==> src/ptgs_cfg.svh <==
// Offsets, field positions, reset values and timing counts of the trigger sequencer
`ifndef PTGS_CFG_SVH
`define PTGS_CFG_SVH

`define PTGS_CLK_MHZ 20
`define PTGS_WIDTH_MIN_NS 2000
`define PTGS_WIDTH_MAX_NS 20000
`define PTGS_SYNC_NS 100
`define PTGS_WIDTH_MIN_CYC ((`PTGS_WIDTH_MIN_NS * `PTGS_CLK_MHZ + 999) / 1000)
`define PTGS_WIDTH_MAX_CYC ((`PTGS_WIDTH_MAX_NS * `PTGS_CLK_MHZ) / 1000)
`define PTGS_SYNC_CYC ((`PTGS_SYNC_NS * `PTGS_CLK_MHZ + 999) / 1000)

`define PTGS_ADDR_W 8
`define PTGS_OFF_CTRL 8'h00
`define PTGS_OFF_WIDTH 8'h04
`define PTGS_OFF_DELAY 8'h08
`define PTGS_OFF_PERIOD 8'h0C
`define PTGS_OFF_STATUS 8'h10

`define PTGS_CTRL_GATE_BIT 2
`define PTGS_RST_GATE_HI 1'h1
`define PTGS_RST_WIDTH 16'h0028
`define PTGS_RST_DELAY 16'h0000
`define PTGS_RST_PERIOD 24'h004E20

`define PTGS_T_W 18
`define PTGS_NPIN 3
`define PTGS_PIN_EXT 0
`define PTGS_PIN_GATE 1
`define PTGS_PIN_BTN 2

`endif

==> src/ptgs_pkg.sv <==
// Types shared by the trigger sequencer modules
`include "ptgs_cfg.svh"
package ptgs_pkg;

  typedef enum logic [1:0] {PTGS_INTERNAL, PTGS_EXTERNAL, PTGS_MANUAL, PTGS_HOLD} ptgs_mode_t;

  typedef enum logic {PTGS_IDLE, PTGS_RUN} ptgs_seq_t;

  typedef struct packed {
    logic [`PTGS_ADDR_W-1:0] addr;
    logic [31:0] data;
    logic [3:0] strb;
  } ptgs_wr_t;

  typedef struct packed {
    logic aw_held;
    logic w_held;
    logic bvalid;
    logic ar_pend;
    logic rvalid;
    ptgs_wr_t wr;
    logic [`PTGS_ADDR_W-1:0] araddr;
    logic [31:0] rdata;
  } ptgs_axs_t;

  typedef struct packed {
    logic [`PTGS_NPIN-1:0] s1;
    logic [`PTGS_NPIN-1:0] s2;
    logic [`PTGS_NPIN-1:0] s3;
    logic [`PTGS_NPIN-1:0] clean;
  } ptgs_sync_t;

  typedef struct packed {
    ptgs_mode_t mode;
    logic gate_hi;
    logic [15:0] width;
    logic [15:0] delay;
    logic [23:0] period;
    ptgs_seq_t seq;
    logic [`PTGS_T_W-1:0] t;
    logic [`PTGS_T_W-1:0] ms;
    logic [`PTGS_T_W-1:0] me;
    logic [`PTGS_T_W-1:0] ss;
    logic [`PTGS_T_W-1:0] se;
    logic [`PTGS_T_W-1:0] fin;
    logic [23:0] rate_cnt;
    logic [`PTGS_NPIN-1:0] prev;
    logic pulse_out;
    logic sync_out;
  } ptgs_state_t;

endpackage

==> src/ptgs_top.sv <==
// Trigger selection, gating and pulse/reference timing of the pulse instrument
//
// Summary of operation
// RL1: every accepted trigger yields main and reference pulses
// RL2: main pulse width programmable from 2 to 20 us
// RL3: reference pulse width never depends on settings
// RL4: positive delay: reference first, main after delay
// RL5: negative delay: main first, reference after delay
// RL6: four trigger modes; only selected source triggers
// RL7: internal mode repeats at programmed trigger rate
// RL8: external mode triggers only from edge input
// RL9: manual mode triggers only on button press
// RL10: hold mode never triggers
// RL11: gate at chosen level suppresses triggering
// RL12: gating never truncates a running main pulse
// RL13: delay and rate set remotely; rate internal-only
// RL14: external trigger on rising edge of input
// RL15: reference pulse lasts about 100 ns
// RL16: undriven gate input lets triggering proceed
// RL17: triggers during a running sequence are dropped
//
// Decided for this implementation: the address map and the AXI4-Lite register port.
`timescale 1ns/1ps
`include "ptgs_cfg.svh"
module ptgs_top import ptgs_pkg::*; (
  input wire logic clk_sys,
  input wire logic rst_b,
  input wire logic external_edge_input,
  input wire logic gate_input,
  input wire logic single_shot_button,
  output logic pulse_out,
  output logic sync_out,
  output logic gate_pull_up,
  input wire logic [`PTGS_ADDR_W-1:0] s_axi_awaddr,
  input wire logic s_axi_awvalid,
  output logic s_axi_awready,
  input wire logic [31:0] s_axi_wdata,
  input wire logic [3:0] s_axi_wstrb,
  input wire logic s_axi_wvalid,
  output logic s_axi_wready,
  output logic [1:0] s_axi_bresp,
  output logic s_axi_bvalid,
  input wire logic s_axi_bready,
  input wire logic [`PTGS_ADDR_W-1:0] s_axi_araddr,
  input wire logic s_axi_arvalid,
  output logic s_axi_arready,
  output logic [31:0] s_axi_rdata,
  output logic [1:0] s_axi_rresp,
  output logic s_axi_rvalid,
  input wire logic s_axi_rready
);
  ptgs_state_t s;
  ptgs_state_t next_s;
  ptgs_wr_t wr;
  logic wr_en;
  logic [`PTGS_ADDR_W-1:0] rd_addr;
  logic [31:0] rd_data;
  logic [`PTGS_NPIN-1:0] pins;
  logic ext_rise;
  logic btn_rise;
  logic gate_supp;
  logic rate_tick;
  logic sel_external_edge_input;
  logic accept;
  logic [8:0] w_eff;
  logic [15:0] d_mag;
  logic d_neg;

  // Pins are asynchronous; filtering adds four cycles of trigger latency
  ptgs_insync u_insync (
    .clk_sys(clk_sys),
    .rst_b(rst_b),
    .raw({single_shot_button, gate_input, external_edge_input}),
    .clean(pins)
  );

  ptgs_axil u_axil (
    .clk_sys(clk_sys),
    .rst_b(rst_b),
    .s_axi_awaddr(s_axi_awaddr),
    .s_axi_awvalid(s_axi_awvalid),
    .s_axi_awready(s_axi_awready),
    .s_axi_wdata(s_axi_wdata),
    .s_axi_wstrb(s_axi_wstrb),
    .s_axi_wvalid(s_axi_wvalid),
    .s_axi_wready(s_axi_wready),
    .s_axi_bresp(s_axi_bresp),
    .s_axi_bvalid(s_axi_bvalid),
    .s_axi_bready(s_axi_bready),
    .s_axi_araddr(s_axi_araddr),
    .s_axi_arvalid(s_axi_arvalid),
    .s_axi_arready(s_axi_arready),
    .s_axi_rdata(s_axi_rdata),
    .s_axi_rresp(s_axi_rresp),
    .s_axi_rvalid(s_axi_rvalid),
    .s_axi_rready(s_axi_rready),
    .wr(wr),
    .wr_en(wr_en),
    .rd_addr(rd_addr),
    .rd_data(rd_data)
  );

  // Byte strobes applied lane by lane
  function automatic logic [31:0] ptgs_merge(logic [31:0] old, logic [31:0] nw, logic [3:0] strb);
    logic [31:0] r;
    r = old;
    for (int i = 0; i < 4; i++) begin
      if (strb[i]) begin
        r[i*8 +: 8] = nw[i*8 +: 8];
      end
    end
    return r;
  endfunction

  assign ext_rise = pins[`PTGS_PIN_EXT] && !s.prev[`PTGS_PIN_EXT]; // see RL14
  assign btn_rise = pins[`PTGS_PIN_BTN] && !s.prev[`PTGS_PIN_BTN];
  // Idle gate sits at the non-suppressing level through the selected pull
  assign gate_supp = s.gate_hi ? pins[`PTGS_PIN_GATE] : !pins[`PTGS_PIN_GATE]; // see RL11
  assign gate_pull_up = !s.gate_hi; // see RL16
  assign rate_tick = (s.mode == PTGS_INTERNAL) && ({1'b0, s.rate_cnt} + 25'h1 >= {1'b0, s.period}); // see RL7

  // Only the selected source reaches acceptance
  always_comb begin
    unique case (s.mode)
      PTGS_INTERNAL: sel_external_edge_input = rate_tick; // see RL6
      PTGS_EXTERNAL: sel_external_edge_input = ext_rise; // see RL8
      PTGS_MANUAL: sel_external_edge_input = btn_rise; // see RL9
      PTGS_HOLD: sel_external_edge_input = 1'b0; // see RL10
    endcase
  end

  // Gate only blocks the start of a sequence, so a running pulse always completes
  assign accept = (s.seq == PTGS_IDLE) && sel_external_edge_input && !gate_supp; // see RL12 RL17

  // Out-of-range widths clamp instead of being refused, so a bad write still gives a legal pulse
  always_comb begin
    w_eff = s.width[8:0];
    if (s.width < 16'(`PTGS_WIDTH_MIN_CYC)) begin
      w_eff = 9'(`PTGS_WIDTH_MIN_CYC); // see RL2
    end else if (s.width > 16'(`PTGS_WIDTH_MAX_CYC)) begin
      w_eff = 9'(`PTGS_WIDTH_MAX_CYC); // see RL2
    end
  end

  // Delay is two's complement; magnitude taken once here
  assign d_neg = s.delay[15];
  assign d_mag = d_neg ? 16'(-s.delay) : s.delay;

  always_comb begin
    next_s = s;
    next_s.prev = pins;
    // Parked at zero so the rate restarts cleanly on entering internal mode
    if (s.mode == PTGS_INTERNAL) begin
      next_s.rate_cnt = rate_tick ? 24'h0 : s.rate_cnt + 24'h1;
    end else begin
      next_s.rate_cnt = 24'h0; // see RL13
    end
    if (wr_en) begin
      unique case (wr.addr)
        `PTGS_OFF_CTRL: begin
          next_s.mode = ptgs_mode_t'(2'(ptgs_merge({29'h0, s.gate_hi, s.mode}, wr.data, wr.strb))); // see RL6
          next_s.gate_hi = wr.strb[0] ? wr.data[`PTGS_CTRL_GATE_BIT] : s.gate_hi; // see RL11
        end
        `PTGS_OFF_WIDTH: next_s.width = 16'(ptgs_merge({16'h0, s.width}, wr.data, wr.strb)); // see RL2
        `PTGS_OFF_DELAY: next_s.delay = 16'(ptgs_merge({16'h0, s.delay}, wr.data, wr.strb)); // see RL13
        `PTGS_OFF_PERIOD: next_s.period = 24'(ptgs_merge({8'h0, s.period}, wr.data, wr.strb)); // see RL13
        default: begin
        end
      endcase
    end
    unique case (s.seq)
      PTGS_IDLE: begin
        next_s.pulse_out = 1'b0;
        next_s.sync_out = 1'b0;
        if (accept) begin
          // Timing latched here; later register writes cannot disturb this sequence
          next_s.seq = PTGS_RUN; // see RL1
          next_s.t = '0;
          next_s.ms = d_neg ? '0 : `PTGS_T_W'(d_mag); // see RL4
          next_s.ss = d_neg ? `PTGS_T_W'(d_mag) : '0; // see RL5
          next_s.me = (d_neg ? '0 : `PTGS_T_W'(d_mag)) + `PTGS_T_W'(w_eff);
          next_s.se = (d_neg ? `PTGS_T_W'(d_mag) : '0) + `PTGS_T_W'(`PTGS_SYNC_CYC); // see RL3 RL15
          if (d_neg) begin
            next_s.fin = `PTGS_T_W'(d_mag) + `PTGS_T_W'(`PTGS_SYNC_CYC);
            if (`PTGS_T_W'(w_eff) > next_s.fin) begin
              next_s.fin = `PTGS_T_W'(w_eff);
            end
          end else begin
            next_s.fin = `PTGS_T_W'(d_mag) + `PTGS_T_W'(w_eff);
          end
        end
      end
      PTGS_RUN: begin
        next_s.pulse_out = (s.t >= s.ms) && (s.t < s.me); // see RL1 RL2
        next_s.sync_out = (s.t >= s.ss) && (s.t < s.se); // see RL1 RL3
        next_s.t = s.t + `PTGS_T_W'(1);
        if (s.t == s.fin) begin
          next_s.seq = PTGS_IDLE;
        end
      end
    endcase
  end

  // Hold mode after reset keeps the outputs quiet until software arms a source
  always_ff @(posedge clk_sys or negedge rst_b) begin
    if (!rst_b) begin
      s <= '0;
      s.mode <= PTGS_HOLD;
      s.gate_hi <= `PTGS_RST_GATE_HI;
      s.width <= `PTGS_RST_WIDTH;
      s.delay <= `PTGS_RST_DELAY;
      s.period <= `PTGS_RST_PERIOD;
      s.seq <= PTGS_IDLE;
    end else begin
      s <= next_s;
    end
  end

  // Reads see live state; status bits may move between two reads
  always_comb begin
    unique case (rd_addr)
      `PTGS_OFF_CTRL: rd_data = {29'h0, s.gate_hi, s.mode};
      `PTGS_OFF_WIDTH: rd_data = {16'h0, s.width};
      `PTGS_OFF_DELAY: rd_data = {16'h0, s.delay};
      `PTGS_OFF_PERIOD: rd_data = {8'h0, s.period};
      `PTGS_OFF_STATUS: rd_data = {26'h0, s.mode, gate_supp, s.sync_out, s.pulse_out, s.seq == PTGS_RUN};
      default: rd_data = 32'h0;
    endcase
  end

  assign pulse_out = s.pulse_out;
  assign sync_out = s.sync_out;

  // Checking aids: seen flags per sequence and length of the current main pulse
  logic seen_main;
  logic seen_sync;
  logic [8:0] hi_len;
  logic [8:0] w_lat;
  logic run_neg;
  always_ff @(posedge clk_sys or negedge rst_b) begin
    if (!rst_b) begin
      seen_main <= 1'b0;
      seen_sync <= 1'b0;
      hi_len <= 9'h0;
      w_lat <= 9'h0;
      run_neg <= 1'b0;
    end else begin
      if (accept) begin
        seen_main <= 1'b0;
        seen_sync <= 1'b0;
        w_lat <= w_eff;
        run_neg <= d_neg;
      end else begin
        seen_main <= seen_main | s.pulse_out;
        seen_sync <= seen_sync | s.sync_out;
      end
      hi_len <= s.pulse_out ? hi_len + 9'h1 : 9'h0;
    end
  end
endmodule

==> src/ptgs_insync.sv <==
// Three-stage synchroniser with agreement filter for the panel pins
`timescale 1ns/1ps
`include "ptgs_cfg.svh"
module ptgs_insync import ptgs_pkg::*; (
  input wire logic clk_sys,
  input wire logic rst_b,
  input wire logic [`PTGS_NPIN-1:0] raw,
  output logic [`PTGS_NPIN-1:0] clean
);
  ptgs_sync_t s;
  ptgs_sync_t next_s;

  always_comb begin
    next_s = s;
    next_s.s1 = raw;
    next_s.s2 = s.s1;
    next_s.s3 = s.s2;
    // Change only once stages two and three agree
    next_s.clean = (s.s2 & s.s3) | (s.clean & (s.s2 | s.s3));
  end

  always_ff @(posedge clk_sys or negedge rst_b) begin
    if (!rst_b) begin
      s <= '0;
    end else begin
      s <= next_s;
    end
  end

  assign clean = s.clean;
endmodule

==> src/ptgs_axil.sv <==
// AXI4-Lite slave front end for the sequencer registers
`timescale 1ns/1ps
`include "ptgs_cfg.svh"
module ptgs_axil import ptgs_pkg::*; (
  input wire logic clk_sys,
  input wire logic rst_b,
  input wire logic [`PTGS_ADDR_W-1:0] s_axi_awaddr,
  input wire logic s_axi_awvalid,
  output logic s_axi_awready,
  input wire logic [31:0] s_axi_wdata,
  input wire logic [3:0] s_axi_wstrb,
  input wire logic s_axi_wvalid,
  output logic s_axi_wready,
  output logic [1:0] s_axi_bresp,
  output logic s_axi_bvalid,
  input wire logic s_axi_bready,
  input wire logic [`PTGS_ADDR_W-1:0] s_axi_araddr,
  input wire logic s_axi_arvalid,
  output logic s_axi_arready,
  output logic [31:0] s_axi_rdata,
  output logic [1:0] s_axi_rresp,
  output logic s_axi_rvalid,
  input wire logic s_axi_rready,
  output ptgs_wr_t wr,
  output logic wr_en,
  output logic [`PTGS_ADDR_W-1:0] rd_addr,
  input wire logic [31:0] rd_data
);
  ptgs_axs_t s;
  ptgs_axs_t next_s;

  assign s_axi_awready = !s.aw_held && !s.bvalid;
  assign s_axi_wready = !s.w_held && !s.bvalid;
  assign s_axi_arready = !s.ar_pend && !s.rvalid;
  // Address and data may land in either order; the write fires once both are held
  assign wr_en = s.aw_held && s.w_held;

  always_comb begin
    next_s = s;
    if (s_axi_awvalid && s_axi_awready) begin
      next_s.aw_held = 1'b1;
      next_s.wr.addr = s_axi_awaddr;
    end
    if (s_axi_wvalid && s_axi_wready) begin
      next_s.w_held = 1'b1;
      next_s.wr.data = s_axi_wdata;
      next_s.wr.strb = s_axi_wstrb;
    end
    if (wr_en) begin
      next_s.aw_held = 1'b0;
      next_s.w_held = 1'b0;
      next_s.bvalid = 1'b1;
    end else if (s.bvalid && s_axi_bready) begin
      next_s.bvalid = 1'b0;
    end
    if (s_axi_arvalid && s_axi_arready) begin
      next_s.ar_pend = 1'b1;
      next_s.araddr = s_axi_araddr;
    end
    if (s.ar_pend) begin
      next_s.ar_pend = 1'b0;
      next_s.rvalid = 1'b1;
      next_s.rdata = rd_data;
    end else if (s.rvalid && s_axi_rready) begin
      next_s.rvalid = 1'b0;
    end
  end

  always_ff @(posedge clk_sys or negedge rst_b) begin
    if (!rst_b) begin
      s <= '0;
    end else begin
      s <= next_s;
    end
  end

  assign wr = s.wr;
  assign rd_addr = s.araddr;
  assign s_axi_bvalid = s.bvalid;
  assign s_axi_rvalid = s.rvalid;
  assign s_axi_rdata = s.rdata;
  assign s_axi_bresp = 2'h0;
  assign s_axi_rresp = 2'h0;
endmodule

==> config.mk <==
export PLATFORM = sky130hd
export DESIGN_NAME = ptgs_top
export DESIGN_NICKNAME = d
export VERILOG_FILES = /design/src/ptgs_pkg.sv /design/src/ptgs_top.sv /design/src/ptgs_insync.sv /design/src/ptgs_axil.sv
export VERILOG_INCLUDE_DIRS = /design/src /design/src/src
export SDC_FILE = /design/constraint.sdc
export NUM_CORES = 1
export LEC_CHECK = 0
export ABC_AREA = 1
export ABC_CLOCK_PERIOD_IN_PS = 4600
export BUFFER_PORTS_ARGS = -buffer_cell sky130_fd_sc_hd__clkbuf_2
export CAP_MARGIN = 10
export CORE_ASPECT_RATIO = 0.8
export CORE_MARGIN = 2
export CORE_UTILIZATION = 45
export DETAILED_ROUTE_END_ITERATION = 12
export MAX_ROUTING_LAYER = met4
export PLACE_DENSITY = 0.71
export SLEW_MARGIN = 10
export SYNTH_ARGS = -nofsm -noshare
export SYNTH_HDL_FRONTEND = slang
export SYNTH_SLANG_ARGS = --single-unit
export TNS_END_PERCENT = 1
==> constraint.sdc <==
create_clock -name clk_sys -period 4.6 [get_ports clk_sys]
set_clock_uncertainty 0.2 [all_clocks]
set_input_delay 0.69 -clock clk_sys [delete_from_list [all_inputs] [get_ports clk_sys]]
set_output_delay 0.69 -clock clk_sys [all_outputs]
set_load 0.005 [all_outputs]
# Word-level counts from Yosys, hierarchy flattened
# Index checks and enable logic that the tools add are counted.
[op_classes]
addsub = 8
muxes = 25
order_cmp = 8
n_reduce_logical = 42
bitwise = 5
n_eq_ne = 12
[op_table]
columns = ["op", "n"]
rows = [
  ["$pmux 24 s5", 1],
  ["$mux 109", 1],
  ["$mux 16", 3],
  ["$mux 24", 2],
  ["$pmux 19 s2", 1],
  ["$ge 18x18->1", 2],
  ["$lt 18x18->1", 2],
  ["$add 16x2->17 const B", 2],
  ["$add 16x9->17", 2],
  ["$eq 8x4->1 const B", 4],
  ["$add 24x1->25 const B", 1],
  ["$ge 25x24->1", 1],
  ["$add 24x1->24 const B", 1],
  ["$reduce_and 3->1", 8],
  ["$add 18x1->18 const B", 1],
  ["$eq 18x18->1", 1],
  ["$mux 18", 1],
  ["$mux 9", 2],
  ["$gt 9x17->1", 1],
  ["$mux 17", 1],
  ["$eq 8x3->1 const B", 2],
  ["$gt 16x9->1 const B", 1],
  ["$logic_and 1x1->1", 16],
  ["$logic_not 8->1", 2],
  ["other kinds (17)", 41],
]
[totals]
word_cells = 134
inputBits = 62
ff_bits = 289
out_inout_bits = 44

# Logic depth before layout (Yosys ltp)
[logic_depth]
ltp_word = 8
depth_mapped = 28
mapped_depth_nobuf = 27

# By module
# A second synthesis with hierarchy kept.
[hier_totals]
hier_cells = 2304
area_unflattened_um2 = 17967.2
[by_module_without_submodules]
columns = ["mod", "area_per_inst_um2", "seq_area_each_um2", "n_inst", "cells_each"]
rows = [
  ["ptgs_top", 13417.9, 4717.0, 1, 1809],
  ["ptgs_axil", 4177.8, 2227.1, 1, 468],
  ["ptgs_insync", 371.6, 300.3, 1, 27],
]

# Worst setup path before layout
# OpenSTA, ideal clock, no wires.
[synth_timing]
path_kind = "flip-flop to flip-flop"
from = "register s[5] (netlist name)"
to = "register s[43] (netlist name)"
stages_incl_launch_ff = 27
setup_ns = 0.124
slack_ns = 0.765
period_less_slack_ns = 3.835
n_path_buf = 2
arrival_ns = 3.511
path_cell_list = "dfrtp_1 -> ha_1 -> nand2_1 -> nor2_4 -> nand4_2 -> inv_2 -> nand2_2 -> nor3_1 -> nand3_1 -> nor2_1 -> nand3_1 -> nor2_1 -> nand3_1 -> nor2_1 -> xor2_1 -> inv_1 -> ha_1 -> a21oi_1 -> o211ai_1 -> nor3_2 -> nand4_2 -> nand2_2 -> inv_2 -> buf_6 -> buf_2 -> o211ai_1 -> nand2_1"
[synth_between]
elab_chain_cells = 7
[synth_lines]
columns = ["element", "line", "source"]
rows = [
  ["from (decl)", "ptgs_top.sv:52", "ptgs_state_t s;"],
  ["from (signal assigned)", "ptgs_top.sv:215", "s <= next_s;"],
  ["$add 24x1->25", "ptgs_top.sv:120", "assign rate_tick = (s.mode == PTGS_INTERNAL) && ({1'b0, s.rate_cnt} + 25'h1 >= {1'b0, s.period});"],
  ["$ge 25x24->1", "ptgs_top.sv:120", ""],
  ["$logic_and 1x1->1", "ptgs_top.sv:120", ""],
  ["$pmux 1 s4", "ptgs_top.sv:124", "unique case (s.mode)"],
  ["$logic_and 1x1->1 (2 in series)", "ptgs_top.sv:133", "assign accept = (s.seq == PTGS_IDLE) && sel_external_edge_input && !gate_supp;"],
  ["$reduce_and 2->1 (no line)", "n/a", ""],
]
# Every way passes these cells.
# A chain may end at the register's enable or synchronous reset.

# Worst setup path in the final report
[layout_timing]
from = "register s[6] (netlist name)"
to = "register s[30] (netlist name)"
# The elaborated chain is that of the path after synthesis.

==> metrics list <==
- In this design, the stage delay of the slowest critical-path cell is around 350 ps.
* Number of nets at the end of the flow: between 2k and 2.5k
- The worst setup path is of the reg2reg kind.
- Setup slack on the worst reg-to-reg path comes out at around 400 ps.
- Placed Cells incl. Taps: around 2.6k
- VDD sags by at most 0.0003209 V.
* Post-synth cell types: 58
* Time the final worst path needs with I/O delays and setup: between 4000 and 5000 ps
- Entering global routing, the biggest net connects 135 pins.
* Count of max-cap constraint violations: 0
- Synth area leaders: dfrtp_1 (40%), nand2_1 (9.6%), ha_1 (8.8%), inv_1 (6.4%), o21ai_0 (4.3%)
* CTS Buf Count: 30
- Clock tree from TritonCTS: done
- Measured slew at the worst slew-check pin: between 800 and 900 ps
- The floorplan step defined a die boundary enclosing approximately 0.038 mm².
- Post-synthesis instance total: between 2k and 2.5k
- The synthesized design spends more area on one cell type than any other, namely dfrtp_1.
- Hold is met by approximately 40 ps.
* Violation count after the first detailed-routing iteration: 1,257
- Worst-case clock buffer depth: 3
- Worst slew margin relative to its limit: 0.4584
- Once detail routing completed, the nets flagged for antenna violations numbered 0.
* Root Buffer: clkbuf_16
- Slowest CP cell: dfrtp_1
- STA puts the critical path data required time at around 4900 ps.
- The final hold violation count was 0.
* Flip-flop and latch count after synthesis: 272
- Detailed-route via count: between 10k and 15k
- Clock insertion delay at the later pin of the skew report: 580 ps
* Per-cell via count in the routed design: around 5.4
- Detailed-route wire length per cell: between 15 and 20 µm
- Total half-perimeter wirelength after legalization and detailed placement: approximately 33 mm
- Dividing the synthesized area by the synthesized cell count gives 8.009 µm².
* Placed inst area: between 0.015 and 0.02 mm²
- After global routing the overflow that remains totals 0.
- For this run, the register share of the synthesized area comes to 0.4121.
* Most repeated library cell on the critical path: nand3_1
* Antenna diode count: 0
- EDFF count, synth: 0
- Die Ht: approximately 180 µm
- Synthesis Warnings: 0
- Cell area after technology mapping: 0.01655 mm²
- Count of clock tree sinks: around 270
- The run finished with clean final reports.
* H-tree depth: 1
* GP Congestion: 0.9418
- Number of antenna violations at the first check in global routing: 0
* Filler Cell Count: 3,408
* Final instance count without filler cells: ~2.6k
- The region available for standard cell placement spans ~0.036 mm².
- Leading register cell type out of synthesis: dfrtp_1
- In the finished design, the share of the clock period the worst path needs comes to 0.9140.
* Post-route DRC: 0
* Total Routing Usage GR: 0.2418
* Top Ports: 106
- Detailed-router iteration count before antenna repair: 6
* Post-route cell area: around 0.018 mm²
* Highest net fanout along the worst path: 37
* Kind of end point of the critical path: register
- Die width: 218.4 µm
* Via count of the first global-routing pass: approximately 13k
- Data on the critical path arrives at its endpoint at ~4500 ps.
* First-pass GRT wire length: 71.75 mm
- Top cells by count, synth: nand2_1 (425), inv_1 (282), dfrtp_1 (262), nor2_1 (184), o21ai_0 (143)
- Of the post-synthesis cell area, the dominant cell type holds 0.3962.
- Area added between synthesis and finish: 11.62%
* Kind of path behind the tightest hold check: in2reg
- Slew Limit Fails: 0
* Clock Pin Slew Worst Setup and Hold Paths: 60 ps
- The completed layout was analyzed and its total power is ~0.0094 W.
- Of all flip-flops after synthesis, the portion carrying an async set or reset was 1.000.
- Power density over the cells: roughly 500 mW/mm²
- nand2_1 is the most common cell in the netlist.
- Derived from the worst setup path, the maximum achievable clock frequency is roughly 0.24 GHz.
- Total Wirelength: 45.58 mm
- Buffers placed on the I/O ports in this run total 84.
- In this run the static leakage power is about 9.3 nW.
- Setup Viol. Count Final: 0
* Worst setup SP type: register
* Final core area utilization: 0.5120
- Starting density of the core: 0.4587
- Share of final-layout standard cells stronger than drive strength 1: 0.1289
* Floorplan row count: 62
worst max-delay path: cells and delay by family, from the launching register on:
kind                     cells  cell delay [ps]
adder cells (fa/ha/maj)      2              480
XOR/XNOR                     1              210
AO/OA/AOI/OAI                3              300
flip-flops                   1              350
buffers and inverters        4              500
AND/OR/NAND/NOR             15             2030
through the flow:
| step | TNS (ps) | setup WS, ps |
|---|---|---|
| floorplan | 0 | 765.1 |
| global placement | 0 | 112.2 |
| detailed placement | -38.96 | -19.69 |
| CTS | 0 | 132.2 |
| global route | -3474 | -85.13 |
| finish | 0 | 395.4 |
final cells by class:
type	count	area, µm²	area share
clock inverter	14	141.4	0.007655
timing repair buffer	113	775.7	0.04200
inverter	295	1112	0.06023
sequential	272	6820	0.3693
multi-input combinational	1421	8132	0.4403
clock buffer	42	887.1	0.04803
tap	480	600.6	0.03252
final timing paths:
check / start / to / cells past startpoint
worst min register to register: u_insync.next_s[8] / u_insync.next_s[5] / 0
worst min-delay path: single_shot_button / u_insync.next_s[8] / 1
max in group asynchronous: rst_b / s[121] / 3
worst max-delay path: s[6] / s[30] / 25
worst max register to register: s[6] / s[30] / 25
min in group asynchronous: rst_b / u_axil.wr[41] / 2
state kept, by name, indices dropped and copies added, names as in the netlist:
register,flops
d_neg,1
pulse_out,1
s,185
sync_out,1
u_axil.rd_addr,8
u_axil.s,3
u_axil.s_axi_bvalid,1
u_axil.s_axi_rdata,24
u_axil.s_axi_rvalid,1
u_axil.wr,35
u_insync.clean,3
u_insync.next_s,6
u_insync.s,3
report_power, final:
part           total, W  leakage (nW)  internal (W)  switching, W
Sequential      0.00320          3.56       0.00285      0.000344
Combinational   0.00374          5.25       0.00124       0.00250
Clock           0.00250         0.498       0.00146       0.00104
cell families after synthesis:
logic type | Yosys count | share of synthesized area
AO/OA/AOI/OAI | 363 | 0.1214
XOR/XNOR | 45 | 0.02382
adder cells (fa/ha/maj) | 122 | 0.09271
buffers and inverters | 384 | 0.09997
flip-flops | 272 | 0.4121
multiplexers | 24 | 0.01633
other | 1 | 0.0002266
AND/OR/NAND/NOR | 855 | 0.2334
what timing repair did:
item / in CTS / in global routing
setup buffers: 0 / 4
hold buffers: 2 / 0
setup endpoints to repair: 7 / 99
gates cloned: 0 / 3
hold endpoints to repair: 31 / 0
resized for setup: 1 / 10
pin swaps: 0 / 2
cell usage in the layout (no fill, tap or decap), drive strengths merged, types with 2 or more instances in the layout:
master and count:
a2111oi 3, a211oi 5, a21boi 2, a21oi 108, a221oi 5, a22oi 4
a31oi 8, and2 2, buf 25, bufinv 2, clkbuf 128, clkinv 9
clkinvlp 4, conb 12, dfrtp 262, dfstp 10, dlygate4sd3 2, fa 2
ha 117, inv 294, maj3 3, mux2 24, nand2 454, nand3 102
nand3b 6, nand4 37, nor2 200, nor3 40, nor4 9, o211ai 7
o21a 2, o21ai 173, o21bai 8, o22ai 19, o31ai 13, o32ai 2
or2 3, xnor2 9, xor2 36
per-layer routing:
| metal | share of wire | up-vias | global-route usage |
|---|---|---|---|
| met5 | 0 | - | - |
| met1 | 0.49 | 6805 | 0.3581 |
| met3 | 0.077 | 58 | 0.04935 |
| li1 | - | 6860 | - |
| met2 | 0.41 | 438 | 0.3403 |
| met4 | 0.019 | 0 | 0.04960 |
No activity file was read; power rests on OpenSTA's default activity.
